$ cat src/shared/hvsi_pkg.sv
// Purpose: Shared constants for the high-voltage sense pin interlock
// Assumes: 20 MHz single clock, plain register port with word indices
// Notes:   Offsets are register indices on the plain port

package hvsi_pkg;

    // ----------------------------------------------------------------
    // Timing
    // ----------------------------------------------------------------
    localparam int unsigned CLK_PERIOD_NS  = 50;
    localparam int unsigned WAKE_FILT_NS   = 16000;
    localparam int unsigned WAKE_FILT_CYC  = (WAKE_FILT_NS + CLK_PERIOD_NS - 1) / CLK_PERIOD_NS;

    // ----------------------------------------------------------------
    // Register indices
    // ----------------------------------------------------------------
    localparam logic [3:0] REG_CTRL        = 4'h0;
    localparam logic [3:0] REG_PIN_CFG     = 4'h1;
    localparam logic [3:0] REG_PULL_CFG    = 4'h2;
    localparam logic [3:0] REG_WAKE_EVT    = 4'h3;
    localparam logic [3:0] REG_WAKE_LVL    = 4'h4;
    localparam logic [3:0] REG_FAIL_STAT   = 4'h5;
    localparam logic [3:0] REG_IRQ_STAT    = 4'h6;
    localparam logic [3:0] REG_IRQ_MASK    = 4'h7;
    localparam logic [3:0] REG_MODE_CMD    = 4'h8;

    // ----------------------------------------------------------------
    // Field positions
    // ----------------------------------------------------------------
    localparam int unsigned CTRL_SENSE_BIT   = 0;
    localparam int unsigned CTRL_FOTEST_BIT  = 1;
    localparam int unsigned MODE_SLEEP_BIT   = 0;
    localparam int unsigned IRQ_HV_WAKE_BIT  = 0;
    localparam int unsigned IRQ_PIN_WAKE_BIT = 1;
    localparam int unsigned IRQ_CMD_FAIL_BIT = 2;
    localparam int unsigned IRQ_RESTART_BIT  = 3;
    localparam int unsigned IRQ_W            = 4;

    // ----------------------------------------------------------------
    // Pin configuration codes and reset values
    // ----------------------------------------------------------------
    typedef enum logic [2:0] {
        PIN_FAIL_OUT = 3'h0,
        PIN_HS_CYCL  = 3'h3,
        PIN_OFF      = 3'h4,
        PIN_WAKE_IN  = 3'h5,
        PIN_LOW_SIDE = 3'h6,
        PIN_HIGH_SIDE= 3'h7
    } hvsi_pin_cfg_t;

    typedef enum logic [1:0] {
        PULL_NONE = 2'h0,
        PULL_DOWN = 2'h1,
        PULL_UP   = 2'h2,
        PULL_AUTO = 2'h3
    } hvsi_pull_t;

    localparam logic [2:0] PIN_CFG_RST  = 3'h0;
    localparam logic [1:0] PULL_CFG_RST = 2'h0;
    localparam logic [3:0] IRQ_MASK_RST = 4'h0;

endpackage

$ cat src/hw/hvsi_pin_filter.sv
// Purpose: Two-stage synchroniser plus stability filter for a pin level
// Assumes: Pin is asynchronous to clk_i
// Notes:   Output changes only after the input held steady FILT_CYC cycles

`timescale 1ns/1ps
`default_nettype none

module hvsi_pin_filter #(
    parameter int unsigned FILT_CYC = 320
) (
    input  wire logic clk_i,    // Clock
    input  wire logic rst_i,    // Sync reset
    input  wire logic pin_i,    // Raw pin level
    input  wire logic enable_i, // Filter running
    output logic      level_o   // Filtered level
);
    localparam int unsigned CW = $clog2(FILT_CYC + 1);

    logic          meta_q;
    logic          sync_q;
    logic [CW-1:0] cnt_q;

    always_ff @(posedge clk_i) begin
        if (rst_i) begin
            meta_q <= 1'b0;
            sync_q <= 1'b0;
        end else begin
            meta_q <= pin_i;
            sync_q <= meta_q;
        end
    end

    // Count stable cycles of a differing level
    always_ff @(posedge clk_i) begin
        if (rst_i || !enable_i || sync_q == level_o) begin
            cnt_q <= '0;
        end else begin
            cnt_q <= cnt_q + CW'(1);
        end
    end

    always_ff @(posedge clk_i) begin
        if (rst_i) begin
            level_o <= 1'b0;
        end else if (enable_i && sync_q != level_o && cnt_q == CW'(FILT_CYC - 1)) begin
            level_o <= sync_q;
        end
    end

endmodule

`default_nettype wire

$ cat src/hw/hvsi_sticky.sv
// Purpose: Sticky status bits with read-clear
// Assumes: Set and clear come from the same clock
// Notes:   A set in the clearing cycle wins

`timescale 1ns/1ps
`default_nettype none

module hvsi_sticky #(
    parameter int unsigned W = 2
) (
    input  wire logic         clk_i, // Clock
    input  wire logic         rst_i, // Sync reset
    input  wire logic [W-1:0] set_i, // Event pulses
    input  wire logic         clr_i, // Read clear
    output logic      [W-1:0] q_o    // Sticky bits
);
    always_ff @(posedge clk_i) begin
        if (rst_i) begin
            q_o <= '0;
        end else begin
            q_o <= (clr_i ? '0 : q_o) | set_i;
        end
    end

endmodule

`default_nettype wire

$ cat src/hw/hvsi_interlock.sv
// Purpose: Interlock that turns the wake and fail/GPIO pins into a sense route
// Assumes: Single 20 MHz clock, plain register port, pins asynchronous
// Notes:   Refused sense enables, fail-test requests and non-PIN_OFF pin writes in sense mode, and restart entries raise the command-failure flag

`timescale 1ns/1ps
`default_nettype none

module hvsi_interlock
    import hvsi_pkg::*;
#(
    parameter int unsigned FILT_CYC = WAKE_FILT_CYC
) (
    input  wire logic       clk_i,             // Clock, 20 MHz
    input  wire logic       rst_i,             // Sync reset, active high
    input  wire logic [3:0] addr_i,            // Register index
    input  wire logic [7:0] wdata_i,           // Write data
    input  wire logic       wr_i,              // Write strobe
    input  wire logic       rd_i,              // Read strobe
    output logic      [7:0] rdata_o,           // Read data, next cycle
    input  wire logic       hv_wake_pin_i,     // Wake comparator level
    input  wire logic       gpio_pin_i,        // Fail/GPIO pin level
    input  wire logic       failure_i,         // Device failure level
    input  wire logic       other_wake_i,      // Another wake source armed
    output logic            sense_route_o,     // Wake voltage routed to pin
    output logic            fail_out_drive_o,  // Fail output pulls pin low
    output logic            gpio_func_en_o,    // GPIO switch function allowed
    output logic      [2:0] gpio_func_o,       // Active GPIO configuration
    output logic            wake_pull_up_o,    // Wake pull-up enabled
    output logic            wake_pull_down_o,  // Wake pull-down enabled
    output logic            hv_wake_o,         // Internal wake signal
    output logic            sleep_enter_o,     // Sleep entry pulse
    output logic            restart_enter_o,   // Restart entry pulse
    output logic            irq_o              // Interrupt level
);

    // ------------------------------------------------------------------
    // Configuration registers
    // ------------------------------------------------------------------
    logic                sense_en_q;
    logic                fo_test_q;
    hvsi_pin_cfg_t       pin_cfg_q;
    hvsi_pull_t          pull_cfg_q;
    logic [IRQ_W-1:0]    irq_mask_q;

    logic wr_ctrl;
    logic wr_pin;
    logic wr_pull;
    logic wr_mask;
    logic wr_mode;
    logic req_sense;
    logic req_fotest;
    logic sense_refused;
    logic fotest_refused;
    logic pin_refused;
    logic cmd_fail;

    assign wr_ctrl    = wr_i && addr_i == REG_CTRL;
    assign wr_pin     = wr_i && addr_i == REG_PIN_CFG;
    assign wr_pull    = wr_i && addr_i == REG_PULL_CFG;
    assign wr_mask    = wr_i && addr_i == REG_IRQ_MASK;
    assign wr_mode    = wr_i && addr_i == REG_MODE_CMD;
    assign req_sense  = wdata_i[CTRL_SENSE_BIT];
    assign req_fotest = wdata_i[CTRL_FOTEST_BIT];

    // Setting sense mode with the pin still a fail output
    assign sense_refused  = wr_ctrl && req_sense && !sense_en_q
                            && pin_cfg_q == PIN_FAIL_OUT;
    // Fail output test is unavailable in sense mode
    assign fotest_refused = wr_ctrl && req_fotest && sense_en_q;
    // Pin configuration frozen in sense mode
    assign pin_refused    = wr_pin && sense_en_q;

    always_ff @(posedge clk_i) begin
        if (rst_i) begin
            sense_en_q <= 1'b0;
        end else if (wr_ctrl && !sense_refused) begin
            sense_en_q <= req_sense;
        end
    end

    always_ff @(posedge clk_i) begin
        if (rst_i) begin
            fo_test_q <= 1'b0;
        end else if (wr_ctrl) begin
            fo_test_q <= req_fotest && !sense_en_q && !(req_sense && !sense_refused);
        end
    end

    always_ff @(posedge clk_i) begin
        if (rst_i) begin
            pin_cfg_q <= hvsi_pin_cfg_t'(PIN_CFG_RST);
        end else if (wr_pin && !pin_refused) begin
            pin_cfg_q <= hvsi_pin_cfg_t'(wdata_i[2:0]);
        end
    end

    // Pull setting always stored, applied only outside sense mode
    always_ff @(posedge clk_i) begin
        if (rst_i) begin
            pull_cfg_q <= hvsi_pull_t'(PULL_CFG_RST);
        end else if (wr_pull) begin
            pull_cfg_q <= hvsi_pull_t'(wdata_i[1:0]);
        end
    end

    always_ff @(posedge clk_i) begin
        if (rst_i) begin
            irq_mask_q <= IRQ_MASK_RST;
        end else if (wr_mask) begin
            irq_mask_q <= wdata_i[IRQ_W-1:0];
        end
    end

    // Refused sense enable, fail-test or non-PIN_OFF pin write in sense mode, or a restart entry
    assign cmd_fail = sense_refused || fotest_refused
                      || (pin_refused && wdata_i[2:0] != PIN_OFF)
                      || restart_enter_o;

    // ------------------------------------------------------------------
    // Pin routing and gating
    // ------------------------------------------------------------------
    logic hv_level;
    logic gpio_level;
    logic gpio_is_wake;

    assign gpio_is_wake = pin_cfg_q == PIN_WAKE_IN && !sense_en_q;

    hvsi_pin_filter #(
        .FILT_CYC (FILT_CYC)
    ) u_hv_filt (
        .clk_i    (clk_i),
        .rst_i    (rst_i),
        .pin_i    (hv_wake_pin_i),
        .enable_i (!sense_en_q),
        .level_o  (hv_level)
    );

    hvsi_pin_filter #(
        .FILT_CYC (FILT_CYC)
    ) u_gpio_filt (
        .clk_i    (clk_i),
        .rst_i    (rst_i),
        .pin_i    (gpio_pin_i),
        .enable_i (gpio_is_wake),
        .level_o  (gpio_level)
    );

    always_ff @(posedge clk_i) begin
        if (rst_i) begin
            sense_route_o <= 1'b0;
        end else begin
            sense_route_o <= sense_en_q;
        end
    end

    always_ff @(posedge clk_i) begin
        if (rst_i) begin
            fail_out_drive_o <= 1'b0;
        end else begin
            fail_out_drive_o <= !sense_en_q && pin_cfg_q == PIN_FAIL_OUT
                                && (failure_i || fo_test_q);
        end
    end

    always_ff @(posedge clk_i) begin
        if (rst_i) begin
            gpio_func_en_o <= 1'b0;
            gpio_func_o    <= PIN_CFG_RST;
        end else begin
            gpio_func_en_o <= !sense_en_q && pin_cfg_q != PIN_FAIL_OUT
                              && pin_cfg_q != PIN_OFF;
            gpio_func_o    <= sense_en_q ? PIN_OFF : pin_cfg_q;
        end
    end

    always_ff @(posedge clk_i) begin
        if (rst_i) begin
            wake_pull_up_o   <= 1'b0;
            wake_pull_down_o <= 1'b0;
        end else begin
            wake_pull_up_o   <= !sense_en_q && pull_cfg_q == PULL_UP;
            wake_pull_down_o <= !sense_en_q && pull_cfg_q == PULL_DOWN;
        end
    end

    always_ff @(posedge clk_i) begin
        if (rst_i) begin
            hv_wake_o <= 1'b0;
        end else begin
            hv_wake_o <= hv_level && !sense_en_q;
        end
    end

    // ------------------------------------------------------------------
    // Wake level and event status
    // ------------------------------------------------------------------
    logic       hv_prev_q;
    logic       gpio_prev_q;
    logic [1:0] wake_lvl_q;
    logic [1:0] wake_evt;
    logic [1:0] wake_evt_q;

    always_ff @(posedge clk_i) begin
        if (rst_i) begin
            hv_prev_q   <= 1'b0;
            gpio_prev_q <= 1'b0;
        end else begin
            hv_prev_q   <= hv_level;
            gpio_prev_q <= gpio_level;
        end
    end

    assign wake_evt[0] = !sense_en_q && hv_level != hv_prev_q;
    assign wake_evt[1] = gpio_is_wake && gpio_level != gpio_prev_q;

    always_ff @(posedge clk_i) begin
        if (rst_i) begin
            wake_lvl_q <= 2'h0;
        end else if (!sense_en_q) begin
            wake_lvl_q <= {gpio_level, hv_level};
        end
    end

    hvsi_sticky #(
        .W (2)
    ) u_wake_evt (
        .clk_i (clk_i),
        .rst_i (rst_i),
        .set_i (wake_evt),
        .clr_i (rd_i && addr_i == REG_WAKE_EVT),
        .q_o   (wake_evt_q)
    );

    // ------------------------------------------------------------------
    // Command failure flag
    // ------------------------------------------------------------------
    logic [0:0] fail_q;

    hvsi_sticky #(
        .W (1)
    ) u_fail (
        .clk_i (clk_i),
        .rst_i (rst_i),
        .set_i (cmd_fail),
        .clr_i (rd_i && addr_i == REG_FAIL_STAT),
        .q_o   (fail_q)
    );

    // ------------------------------------------------------------------
    // Sleep request handling
    // ------------------------------------------------------------------
    logic sleep_req;
    logic sleep_bad;

    assign sleep_req = wr_mode && wdata_i[MODE_SLEEP_BIT];
    // Wake pin gated in sense mode, GPIO wake alone cannot wake
    assign sleep_bad = pin_cfg_q == PIN_WAKE_IN && sense_en_q && !other_wake_i;

    always_ff @(posedge clk_i) begin
        if (rst_i) begin
            sleep_enter_o   <= 1'b0;
            restart_enter_o <= 1'b0;
        end else begin
            sleep_enter_o   <= sleep_req && !sleep_bad;
            restart_enter_o <= sleep_req && sleep_bad;
        end
    end

    // ------------------------------------------------------------------
    // Interrupt status
    // ------------------------------------------------------------------
    logic [IRQ_W-1:0] irq_set;
    logic [IRQ_W-1:0] irq_stat_q;

    assign irq_set = {restart_enter_o, cmd_fail, wake_evt[1], wake_evt[0]};

    hvsi_sticky #(
        .W (IRQ_W)
    ) u_irq (
        .clk_i (clk_i),
        .rst_i (rst_i),
        .set_i (irq_set),
        .clr_i (rd_i && addr_i == REG_IRQ_STAT),
        .q_o   (irq_stat_q)
    );

    assign irq_o = |(irq_stat_q & irq_mask_q);

    // ------------------------------------------------------------------
    // Read port
    // ------------------------------------------------------------------
    logic [7:0] rd_mux;

    always_comb begin
        rd_mux = 8'h00;
        unique case (addr_i)
            REG_CTRL:      rd_mux = {6'h00, fo_test_q, sense_en_q};
            REG_PIN_CFG:   rd_mux = {5'h00, pin_cfg_q};
            REG_PULL_CFG:  rd_mux = {6'h00, pull_cfg_q};
            REG_WAKE_EVT:  rd_mux = {6'h00, wake_evt_q};
            REG_WAKE_LVL:  rd_mux = {6'h00, wake_lvl_q};
            REG_FAIL_STAT: rd_mux = {7'h00, fail_q};
            REG_IRQ_STAT:  rd_mux = {4'h0, irq_stat_q};
            REG_IRQ_MASK:  rd_mux = {4'h0, irq_mask_q};
            default:       rd_mux = 8'h00;
        endcase
    end

    always_ff @(posedge clk_i) begin
        if (rst_i) begin
            rdata_o <= 8'h00;
        end else if (rd_i) begin
            rdata_o <= rd_mux;
        end else begin
            rdata_o <= 8'h00;
        end
    end

endmodule

`default_nettype wire

$ cat config.mk
export PLATFORM = sky130hd
export DESIGN_NAME = hvsi_interlock
export DESIGN_NICKNAME = d
export VERILOG_FILES = /design/src/shared/hvsi_pkg.sv /design/src/hw/hvsi_pin_filter.sv /design/src/hw/hvsi_sticky.sv /design/src/hw/hvsi_interlock.sv
export SDC_FILE = /design/constraint.sdc
export NUM_CORES = 1
export LEC_CHECK = 0
export BUFFER_PORTS_ARGS = -buffer_cell sky130_fd_sc_hd__buf_2
export CORE_ASPECT_RATIO = 1.2
export CORE_MARGIN = 5
export CORE_UTILIZATION = 38
export CTS_CLUSTER_DIAMETER = 100
export CTS_CLUSTER_SIZE = 8
export DETAILED_ROUTE_END_ITERATION = 6
export SYNTH_ARGS = -nofsm -noshare
export SYNTH_HDL_FRONTEND = slang
export SYNTH_SLANG_ARGS = --single-unit
export TNS_END_PERCENT = 20
$ cat constraint.sdc
create_clock -name clk_i -period 2.9 [get_ports clk_i]
set_clock_uncertainty 0.15 [all_clocks]
set_input_delay 0.29 -clock clk_i [delete_from_list [all_inputs] [get_ports clk_i]]
set_output_delay 0.29 -clock clk_i [all_outputs]
set_load 0.02 [all_outputs]
==> flow_metrics.py, run 1 <==
metrics = {
    "setup_path": {
        "path_depth": 4,
        "critical_path_class": "reg2reg",
        "crit_chain": "or4b_1 > nor3_2 > mux2i_1 > nor2_2",
        "cp_slowest_cell": "or4b_1",
        "rr_worst_depth": 4,
        "cp_data_required_time_ns": 2.96,
        "cp_max_fo": 11,
        "r2r-end": "u_hv_filt.level_o$_SDFFE_PP0P_",
        "critPathCapture": "u_hv_filt.level_o$_SDFFE_PP0P_",
        "worstPathArrival_ns": 1.79,
        "r2r-start": "sense_en_q$_SDFFE_PP0P_",
        "setup.worst_path.start": "sense_en_q$_SDFFE_PP0P_",
        "cp_slowest_stage_delay_ns": 0.58,
        "critPathTopFamily": "simple AND/OR/NAND/NOR gates",
        "cp_num_buf_inv": 0,
        "startpoint_type": "flip-flop",
        "endpoint_kind": "flip-flop",
        "r2r_slack_ns": 1.17,
    },
    "global_routing": {
        "grt.overflow.total": 0,
        "grt_first_pass_wirelength_um": 8320,
        "grt_pass1_vias": 1747,
        "grtUsageTotal": 0.129,
        "grt_antenna_before_repair": 0,
        "grt_max_degree": 34,
    },
    "run_status": {
        "outcome": "finished clean",
    },
    "timing": {
        "maxSlewHeadroom": 0.617,
        "rsz0062_at_grt": "no",
        "holdWs_ns": 0.0167,
        "fin_ws_ns": 1.17,
        "tns_ns": 0,
        "fmax_mhz": 576,
        "min_period_over_period": 0.598,
        "slew_viol_final": 0,
        "setup_violations": 0,
        "worst_pin_slew_ns": 0.575,
        "fin_crit_ns": 1.73,
        "hold_violations": 0,
    },
    "synth": {
        "synth_cell_types": 45,
        "ys_seq_elements": 61,
        "netlist.area_leader.share": 0.503,
        "synth.avg_cell_area_um2": 9.60,
        "ys_seq_area_frac": 0.503,
        "yosysWarnings": 0,
        "synthArstFlopShare": 0,
        "yosys-top-cells-area": "dfxtp_1, nor2_1, mux2i_1, xor2_1, nand2_1",
        "synth_edf_count": 0,
        "synthFlopType": "dfxtp_1",
        "syn_area_um2": 2430,
        "synth_cells": 253,
        "synth_top_cell_by_area": "dfxtp_1",
    },
    "route": {
        "post-route-drc-count": 0,
        "ant_nets": 0,
        "wire_per_inst_um": 13.0,
        "drt_iter0_drc": 116,
        "num_vias": 1855,
        "via_per_inst": 4.93,
        "drt_first_pass_iters": 4,
        "routed_wl_um": 4890,
    },
    "clocking": {
        "cts_max_path_buffers": 2,
        "cts_buffers": 9,
        "htreeDepth": 3,
        "ctsResizeCount": 0,
        "ctsHoldBuffers": 0,
        "cts.sinks": 61,
        "cts_root_buf": "clkbuf_8",
        "post-cts-setup-buffers": 0,
        "clk_pin_slew_ns": 0.06,
        "cts_tree": "yes",
        "clk_latency_ns": 0.34,
    },
    "place": {
        "place_ws_ns": 1.02,
        "hpwl_um": 3560,
        "gp_congestion": 0.817,
        "io_buffer_count": 31,
    },
    "cells_and_area": {
        "area_growth_pct": 15.8,
        "most-common-layout-cells": "dfxtp_1, nor2_1, buf_2",
        "n_antenna_cell": 0,
        "mostFrequentLayoutCell": "dfxtp_1",
        "final_core_util": 0.445,
        "nNetsFinal": 309,
        "drive_gt1_frac": 0.182,
    },
    "floorplanning": {
        "rows": 32,
        "fp.dieH_um": 97.6,
        "fp.dieW_um": 83.0,
        "start_util": 0.384,
        "core_region_area_um2": 6330,
        "pin_count": 40,
        "die_area_um2": 8100,
    },
    "power": {
        "leakagePower_nw": 1.09,
        "peakVddDrop_mv": 0.212,
        "p_per_area_nw_per_um2": 565,
    },
    "run": {
        "cap_violations": 0,
    },
    "worst_hold_path": {
        "whs_path_depth": 2,
        "hold_path_class": "in2reg",
    },
}
[per-stage QoR]
stage,area [um2],power (mW),std cells
after floorplan,2440,0.914,256
after global placement,2640,0.934,361
after detailed placement,2640,0.935,361
after CTS,2810,1.61,376
after global routing,2810,1.66,376
final,2810,1.59,376
[registers in the layout, indices dropped and copies added (netlist names), 2 cells and up]
register,cells
gpio_func_o,3
irq_mask_q,4
pin_cfg_q,3
pull_cfg_q,2
rdata_o,4
u_gpio_filt.cnt_q,9
u_hv_filt.cnt_q,9
u_irq.q_o,4
u_wake_evt.q_o,2
wake_lvl_q,2
[synthesized netlist by cell type (all sizes together) (3+ instances only)]
master	instances
clkbuf	4
nand2	23
nand4	5
mux2i	11
o21ai	5
nand3	13
dfxtp	61
a22oi	3
and2	4
buf	7
xor2	11
and3	3
nand3b	3
nor2b	8
xnor2	5
nor2	37
nor3	8
mux4	3
a21oi	12
nor3b	4
[final cells by class]
cell class | count | area, um2
Sequential cell | 61 | 1220
Multi-Input combinational cell | 182 | 1140
Timing Repair Buffer | 31 | 155
Fill cell | 661 | 3510
Clock inverter | 1 | 5.00
Clock buffer | 14 | 173
Inverter | 2 | 7.51
Tap cell | 85 | 106
[report_power, final]
group	internal (mW)	total [mW]	switching (mW)
Clock	0.375	0.673	0.299
Combinational	0.0227	0.0663	0.0437
Sequential	0.845	0.849	0.00423
Total	1.24	1.59	0.346
[worst reg2reg max path: stages, from the launching register on]
cell     delay [ns]
dfxtp_1        0.45
or4b_1         0.59
nor3_2         0.15
mux2i_1        0.23
nor2_2         0.04
[metal layers]
metal	track usage	up-vias	share of wire
met5	0	-	0
met4	0.0679	0	0.025
met3	0.0483	9	0.049
met2	0.188	35	0.46
met1	0.164	874	0.46
li1	-	937	-
[how the worst min path moves through the flow]
stage | from | to | slack, ns
2_1_floorplan | rst_i | sense_route_o$_SDFF_PP0_ | 0.23
3_3_place_gp | u_hv_filt.meta_q$_SDFF_PP0_ | u_hv_filt.sync_q$_SDFF_PP0_ | 0.27
3_5_place_dp | u_gpio_filt.meta_q$_SDFF_PP0_ | u_gpio_filt.sync_q$_SDFF_PP0_ | 0.28
4_1_cts | gpio_pin_i | u_gpio_filt.meta_q$_SDFF_PP0_ | 0.01
5_1_grt | gpio_pin_i | u_gpio_filt.meta_q$_SDFF_PP0_ | 0.02
6_report | gpio_pin_i | u_gpio_filt.meta_q$_SDFF_PP0_ | 0.02
[logic make-up (layout without fill, tap and decap cells)]
group,after synthesis,count (layout),share of synthesized area
AO/OA/AOI/OAI,26,26,0.0639
XOR/XNOR,16,16,0.0577
adder cells (fa/ha/maj),2,2,0.0103
buffers and inverters,13,48,0.0304
flip-flops,61,61,0.503
multiplexers,15,15,0.0778
other,1,4,0.00154
AND/OR/NAND/NOR,119,119,0.256
Power figures use the tool's default switching activity.
==> run 2, diff against run 1 <==
clock period = 1.8 ns   (was 2.9 ns; I/O delays follow)
==> run 2 against run 1 <==
  * Worst hold slack got worse by 0.0085 ns
  * Final cell count is 4.0% higher
  * Via count grew 2.2%
  * Die area unchanged
  * Sequential share of layout area down 1.7 points
  * Routed wire length grew 4.4%
  * Combinational power rose by 93%
  * Count of clock-buffer cells in the layout is 1 lower
  * Setup slack lost 1.0 ns
  * Cell area rose by 4.0%
  * Clock power increased by 49%
  * Power rose by 57%
  * Critical endpoint is now u_irq.q_o[2]$_SDFF_PP0_
  * Largest power group unchanged
==> flow_metrics.py, run 2 (synthesis gave the netlist of run 1 again) <==
metrics = {
    "route": {
        "via_per_inst": 4.85,
        "drt_first_pass_iters": 4,
        "num_vias": 1895,
        "routed_wl_um": 5100,
        "drt_iter0_drc": 141,
        "post-route-drc-count": 0,
        "ant_nets": 0,
        "wire_per_inst_um": 13.0,
    },
    "setup_path": {
        "cp_slowest_cell": "or4_1",
        "setup.worst_path.start": "pin_cfg_q[0]$_SDFFE_PP0P_",
        "cp_max_fo": 7,
        "cp_slowest_stage_delay_ns": 0.61,
        "r2r-start": "pin_cfg_q[0]$_SDFFE_PP0P_",
        "worstPathArrival_ns": 1.79,
        "cp_data_required_time_ns": 1.92,
        "crit_chain": "or4_1 > nor3b_1 > a22oi_1 > nand3_1",
        "r2r-end": "u_irq.q_o[2]$_SDFF_PP0_",
        "r2r_slack_ns": 0.13,
        "startpoint_type": "flip-flop",
        "critPathCapture": "u_irq.q_o[2]$_SDFF_PP0_",
        "rr_worst_depth": 4,
        "endpoint_kind": "flip-flop",
        "critical_path_class": "reg2reg",
    },
    "cells_and_area": {
        "nFillCells": 639,
        "area_growth_pct": 20.4,
        "reg_top3": "u_gpio_filt.cnt_q (9), u_hv_filt.cnt_q (9)",
        "nNetsFinal": 324,
        "n_antenna_cell": 0,
        "multi_input_area_um2": 1140,
        "seq_area_um2": 1220,
        "mostFrequentLayoutCell": "dfxtp_1",
        "drive_gt1_frac": 0.196,
        "most-common-layout-cells": "dfxtp_1, nor2_1, buf_2",
        "fin_area_um2": 2920,
        "final_cells": 391,
    },
    "clocking": {
        "cts_max_path_buffers": 2,
        "cts_buffers": 9,
        "cts.sinks": 61,
        "htreeDepth": 3,
        "cts_root_buf": "clkbuf_8",
        "clk_latency_ns": 0.33,
        "cts_tree": "yes",
        "clk_pin_slew_ns": 0.06,
        "ctsResizeCount": 0,
    },
    "global_routing": {
        "grt_first_pass_wirelength_um": 8740,
        "grt_max_degree": 16,
        "grt.overflow.total": 0,
        "grt_pass1_vias": 1860,
        "grt_antenna_before_repair": 0,
        "grt_use_met1": 0.173,
        "met3_usage": 0.0331,
        "grtUsageTotal": 0.133,
        "grt_util_met2": 0.206,
        "grt.busiest_layer": "met2",
    },
    "worst_hold_path": {
        "hold_path_class": "in2reg",
    },
    "floorplanning": {
        "rows": 32,
        "fp.dieH_um": 97.6,
        "pin_count": 40,
        "fp.dieW_um": 83.0,
        "start_util": 0.384,
        "core_region_area_um2": 6330,
        "die_area_um2": 8100,
    },
    "place": {
        "dpl_cell_area_um2": 2700,
        "gp_congestion": 0.801,
        "io_buffer_count": 31,
        "dpl.cell_count": 369,
        "hpwl_um": 3710,
    },
    "power": {
        "leakagePower_nw": 1.14,
        "p_per_area_nw_per_um2": 855,
        "peakVddDrop_mv": 0.339,
    },
    "timing": {
        "setup_violations": 0,
        "rsz0062_at_grt": "no",
        "min_period_over_period": 0.928,
        "fmax_mhz": 598,
        "slew_viol_final": 0,
        "hold_violations": 0,
        "tns_ns": 0,
        "fin_crit_ns": 1.67,
    },
    "run_status": {
        "outcome": "finished clean",
    },
    "run": {
        "cap_violations": 0,
    },
}
-- run 2: worst max-delay path, delay by kind of cell (launching register included) --
kind / cells / cell delay (ns)
AND/OR/NAND/NOR: 3 / 0.95
flip-flops: 1 / 0.38
AO/OA/AOI/OAI: 1 / 0.13
-- run 2: worst min path at each step --
| stage | start | end | slack, ns | depth (start not counted) |
|---|---|---|---|---|
| after floorplan | rst_i | sense_route_o$_SDFF_PP0_ | 0.12 | 1 |
| after global placement | gpio_pin_i | u_gpio_filt.meta_q$_SDFF_PP0_ | 0.24 | 2 |
| after detailed placement | gpio_pin_i | u_gpio_filt.meta_q$_SDFF_PP0_ | 0.25 | 2 |
| after CTS | wdata_i[1] | fo_test_q$_SDFFE_PP0N_ | 0.002 | 3 |
| after global routing | wdata_i[1] | fo_test_q$_SDFFE_PP0N_ | 0.02 | 3 |
| final | wdata_i[1] | fo_test_q$_SDFFE_PP0N_ | 0.008 | 3 |
-- run 2: stage by stage --
step | hold WS [ns] | worst slack (ns) | util | power (mW)
after global routing | 0.0202 | 0.0539 | 0.462 | 2.60
after detailed placement | 0.249 | 0.140 | 0.426 | 1.52
after global placement | 0.244 | 0.189 | 0.426 | 1.51
after floorplan | 0.119 | 0.193 | - | 1.47
after CTS | 0.00225 | 0.118 | 0.462 | 2.53
final | 0.00824 | 0.129 | 0.462 | 2.50
-- run 2: power breakdown --
| part | switching (mW) | leakage, nW | total [mW] | internal (mW) |
|---|---|---|---|---|
| combinational | 0.0749 | 0.569 | 0.128 | 0.0535 |
| clock | 0.478 | 0.0833 | 1.00 | 0.526 |
| sequential | 0.00677 | 0.493 | 1.37 | 1.36 |
| total | 0.559 | 1.14 | 2.50 | 1.94 |
-- run 2: area by class of cell --
type | count | share of cell area
Inverter | 2 | 0.00257
Timing Repair Buffer | 46 | 0.0976
Multi-Input combinational cell | 182 | 0.392
Clock buffer | 13 | 0.0509
Clock inverter | 2 | 0.00342
Tap cell | 85 | 0.0364
Sequential cell | 61 | 0.418
-- run 2: repair_timing --
action	CTS	global route
endpoints found under the hold margin	9	0
buffers inserted	0	0
hold buffers	7	0
-- run 2: metal layers --
metal | wire length, um | up-vias
met5 | 0 | -
met1 | 2400 | 869
met2 | 2350 | 46
met3 | 243 | 11
li1 | - | 969
met4 | 114 | 0
==> run 3, diff against run 2 <==
PLACE_DENSITY_LB_ADDON = 0.3   (was default)
SYNTH_HIERARCHICAL = 1   (was default)
==> run 3 against run 2 <==
  * Utilization rose by 0.65 points
  * Setup slack improved by 0.016 ns
  * Global-route usage rose by 0.86 points
  * Register-to-register slack improved by 0.02 ns
  * Sequential share of layout area fell by 3.5 points
  * Count of clock-buffer cells in the layout fell by 3
  * Synthesized area rose by 9.2%
  * Clock power rose by 36%
  * Routed wire length rose by 14%
  * First-iteration DRC count fell by 28%
  * Sequential power barely moved
  * Via count rose by 16%
  * Largest cell class is now multi-input gates
  * Highest routed layer unchanged
==> flow_metrics.py, run 3 <==
metrics = {
    "cells_and_area": {
        "drive_gt1_frac": 0.205,
        "nNetsFinal": 358,
        "n_antenna_cell": 0,
        "mostFrequentLayoutCell": "dfxtp_1",
        "area_growth_pct": 20.4,
        "reg_top3": "u_gpio_filt/cnt_q (9), u_hv_filt/cnt_q (9)",
        "nFillCells": 690,
        "most-common-layout-cells": "dfxtp_1, buf_2, a21oi_1",
    },
    "synth": {
        "syn_area_um2": 2650,
        "synth_common_cells": "dfxtp_1, a21oi_1, nor2_1",
        "synth_top_cell_by_area": "dfxtp_1",
        "yosysMostFrequentCell": "dfxtp_1",
        "netlist.area_leader.share": 0.461,
        "synth_cells": 289,
        "synthArstFlopShare": 0,
        "synth_cell_types": 52,
        "ys_seq_area_frac": 0.461,
        "yosysWarnings": 6,
        "synth_edf_count": 0,
        "ys_seq_elements": 61,
        "yosys-top-cells-area": "dfxtp_1, a21oi_1, mux2i_1, nand2b_1, o21ai_0",
        "synth.avg_cell_area_um2": 9.17,
        "synthFlopType": "dfxtp_1",
    },
    "floorplanning": {
        "rows": 33,
        "fp.dieW_um": 86.3,
        "pin_count": 40,
        "start_util": 0.389,
        "core_region_area_um2": 6810,
        "die_area_um2": 8750,
        "fp.dieH_um": 102,
    },
    "setup_path": {
        "startpoint_type": "flip-flop",
        "worstPathArrival_ns": 1.77,
        "cp_slowest_cell": "or4_1",
        "cp_data_required_time_ns": 1.92,
        "cp_slowest_stage_delay_ns": 0.53,
        "cp_max_fo": 6,
        "critPathTopFamily": "simple AND/OR/NAND/NOR gates",
        "crit_chain": "ha_1 > nand3_2 > or4_1 > a21oi_1",
        "critical_path_class": "reg2reg",
        "cp_num_buf_inv": 0,
        "endpoint_kind": "flip-flop",
    },
    "route": {
        "routed_wl_um": 5820,
        "drt_first_pass_iters": 5,
        "ant_nets": 0,
        "wire_per_inst_um": 13.6,
        "via_per_inst": 5.12,
        "num_vias": 2190,
        "drt_iter0_drc": 102,
        "post-route-drc-count": 0,
    },
    "timing": {
        "holdWs_ns": 0.0397,
        "hold_violations": 0,
        "tns_ns": 0,
        "fin_ws_ns": 0.145,
        "setup_violations": 0,
        "rsz0062_at_grt": "no",
        "min_period_over_period": 0.919,
        "slew_viol_final": 0,
        "fin_crit_ns": 1.66,
        "fmax_mhz": 604,
    },
    "place": {
        "place_ws_ns": 0.162,
        "io_buffer_count": 31,
        "hpwl_um": 4250,
        "gp_congestion": 0.867,
    },
    "clocking": {
        "cts_tree": "yes",
        "cts_max_path_buffers": 2,
        "cts.sinks": 61,
        "htreeDepth": 3,
        "clk_pin_slew_ns": 0.07,
        "cts_buffers": 9,
        "clk_latency_ns": 0.34,
        "cts_root_buf": "clkbuf_8",
    },
    "global_routing": {
        "grt_pass1_vias": 2139,
        "grtUsageTotal": 0.142,
        "grt_max_degree": 25,
        "grt.overflow.total": 0,
        "grt_antenna_before_repair": 0,
        "grt_first_pass_wirelength_um": 9720,
    },
    "power": {
        "peakVddDrop_mv": 0.486,
        "leakagePower_nw": 1.19,
        "p_per_area_nw_per_um2": 903,
    },
    "run": {
        "cap_violations": 0,
    },
    "run_status": {
        "outcome": "finished clean",
    },
    "worst_hold_path": {
        "hold_path_class": "in2reg",
    },
}
## run 3: logic make-up after synthesis
family          synth area share
mux                       0.0467
xor+xnor                  0.0330
simple gates               0.270
compound gates             0.131
buf+inv                   0.0472
flops                      0.461
other cells              0.00141
fa+ha+maj                0.00944
## run 3: layout make-up
class | instances | area, um2 | area share
well taps | 87 | 109 | 0.0341
inverters | 10 | 37.5 | 0.0118
repair buffers | 46 | 285 | 0.0893
clock buffers | 10 | 138 | 0.0431
clock inverters | 6 | 86.3 | 0.0270
flip-flops and latches | 61 | 1220 | 0.382
multi-input cells | 208 | 1320 | 0.412
## run 3: worst reg2reg max path, stage by stage (launching register included)
cell and delay [ns]:
dfxtp_1 0.39, ha_1 0.23, nand3_2 0.15, or4_1 0.53, a21oi_1 0.15
## run 3: where the power goes
part	switching (mW)	internal [mW]	leakage (nW)
clock network	0.548	0.814	0.112
logic	0.0921	0.0622	0.581
registers	0.00624	1.36	0.493
total	0.646	2.24	1.19
## run 3: worst paths after layout
path,from,end,slack (ns),cells past startpoint
max,u_gpio_filt/cnt_q[0]$_SDFF_PP0_,u_gpio_filt/cnt_q[8]$_SDFF_PP0_,0.14,4
min,wdata_i[0],irq_mask_q[0]$_SDFFE_PP0P_,0.04,3
max reg2reg,u_gpio_filt/cnt_q[0]$_SDFF_PP0_,u_gpio_filt/cnt_q[8]$_SDFF_PP0_,0.14,4
min reg2reg,u_hv_filt/meta_q$_SDFF_PP0_,u_hv_filt/sync_q$_SDFF_PP0_,0.29,1
## run 3: timing repair
action                                 CTS  global route
endpoints found under the hold margin   10             0
hold buffers                             7             0
gates resized for setup                  0             0
buffers inserted                         0             0
## run 3: metal layers
layer,GRT usage,wire length [um],vias to the layer above
li1,-,-,1110
met1,0.173,2600,1023
met2,0.230,2790,43
met3,0.0439,323,14
met4,0.0635,108,0
met5,0,0,-
## run 3: metrics by stage
| stage | cells | instance area (um2) | utilization | power [mW] |
|---|---|---|---|---|
| global placement | 405 | 2900 | 0.426 | 1.54 |
| CTS | 428 | 3190 | 0.469 | 2.91 |
| detailed placement | 405 | 2900 | 0.426 | 1.54 |
| global route | 428 | 3190 | 0.469 | 3.00 |
| floorplan | 292 | 2660 | - | 1.49 |
| finish | 428 | 3190 | 0.469 | 2.88 |
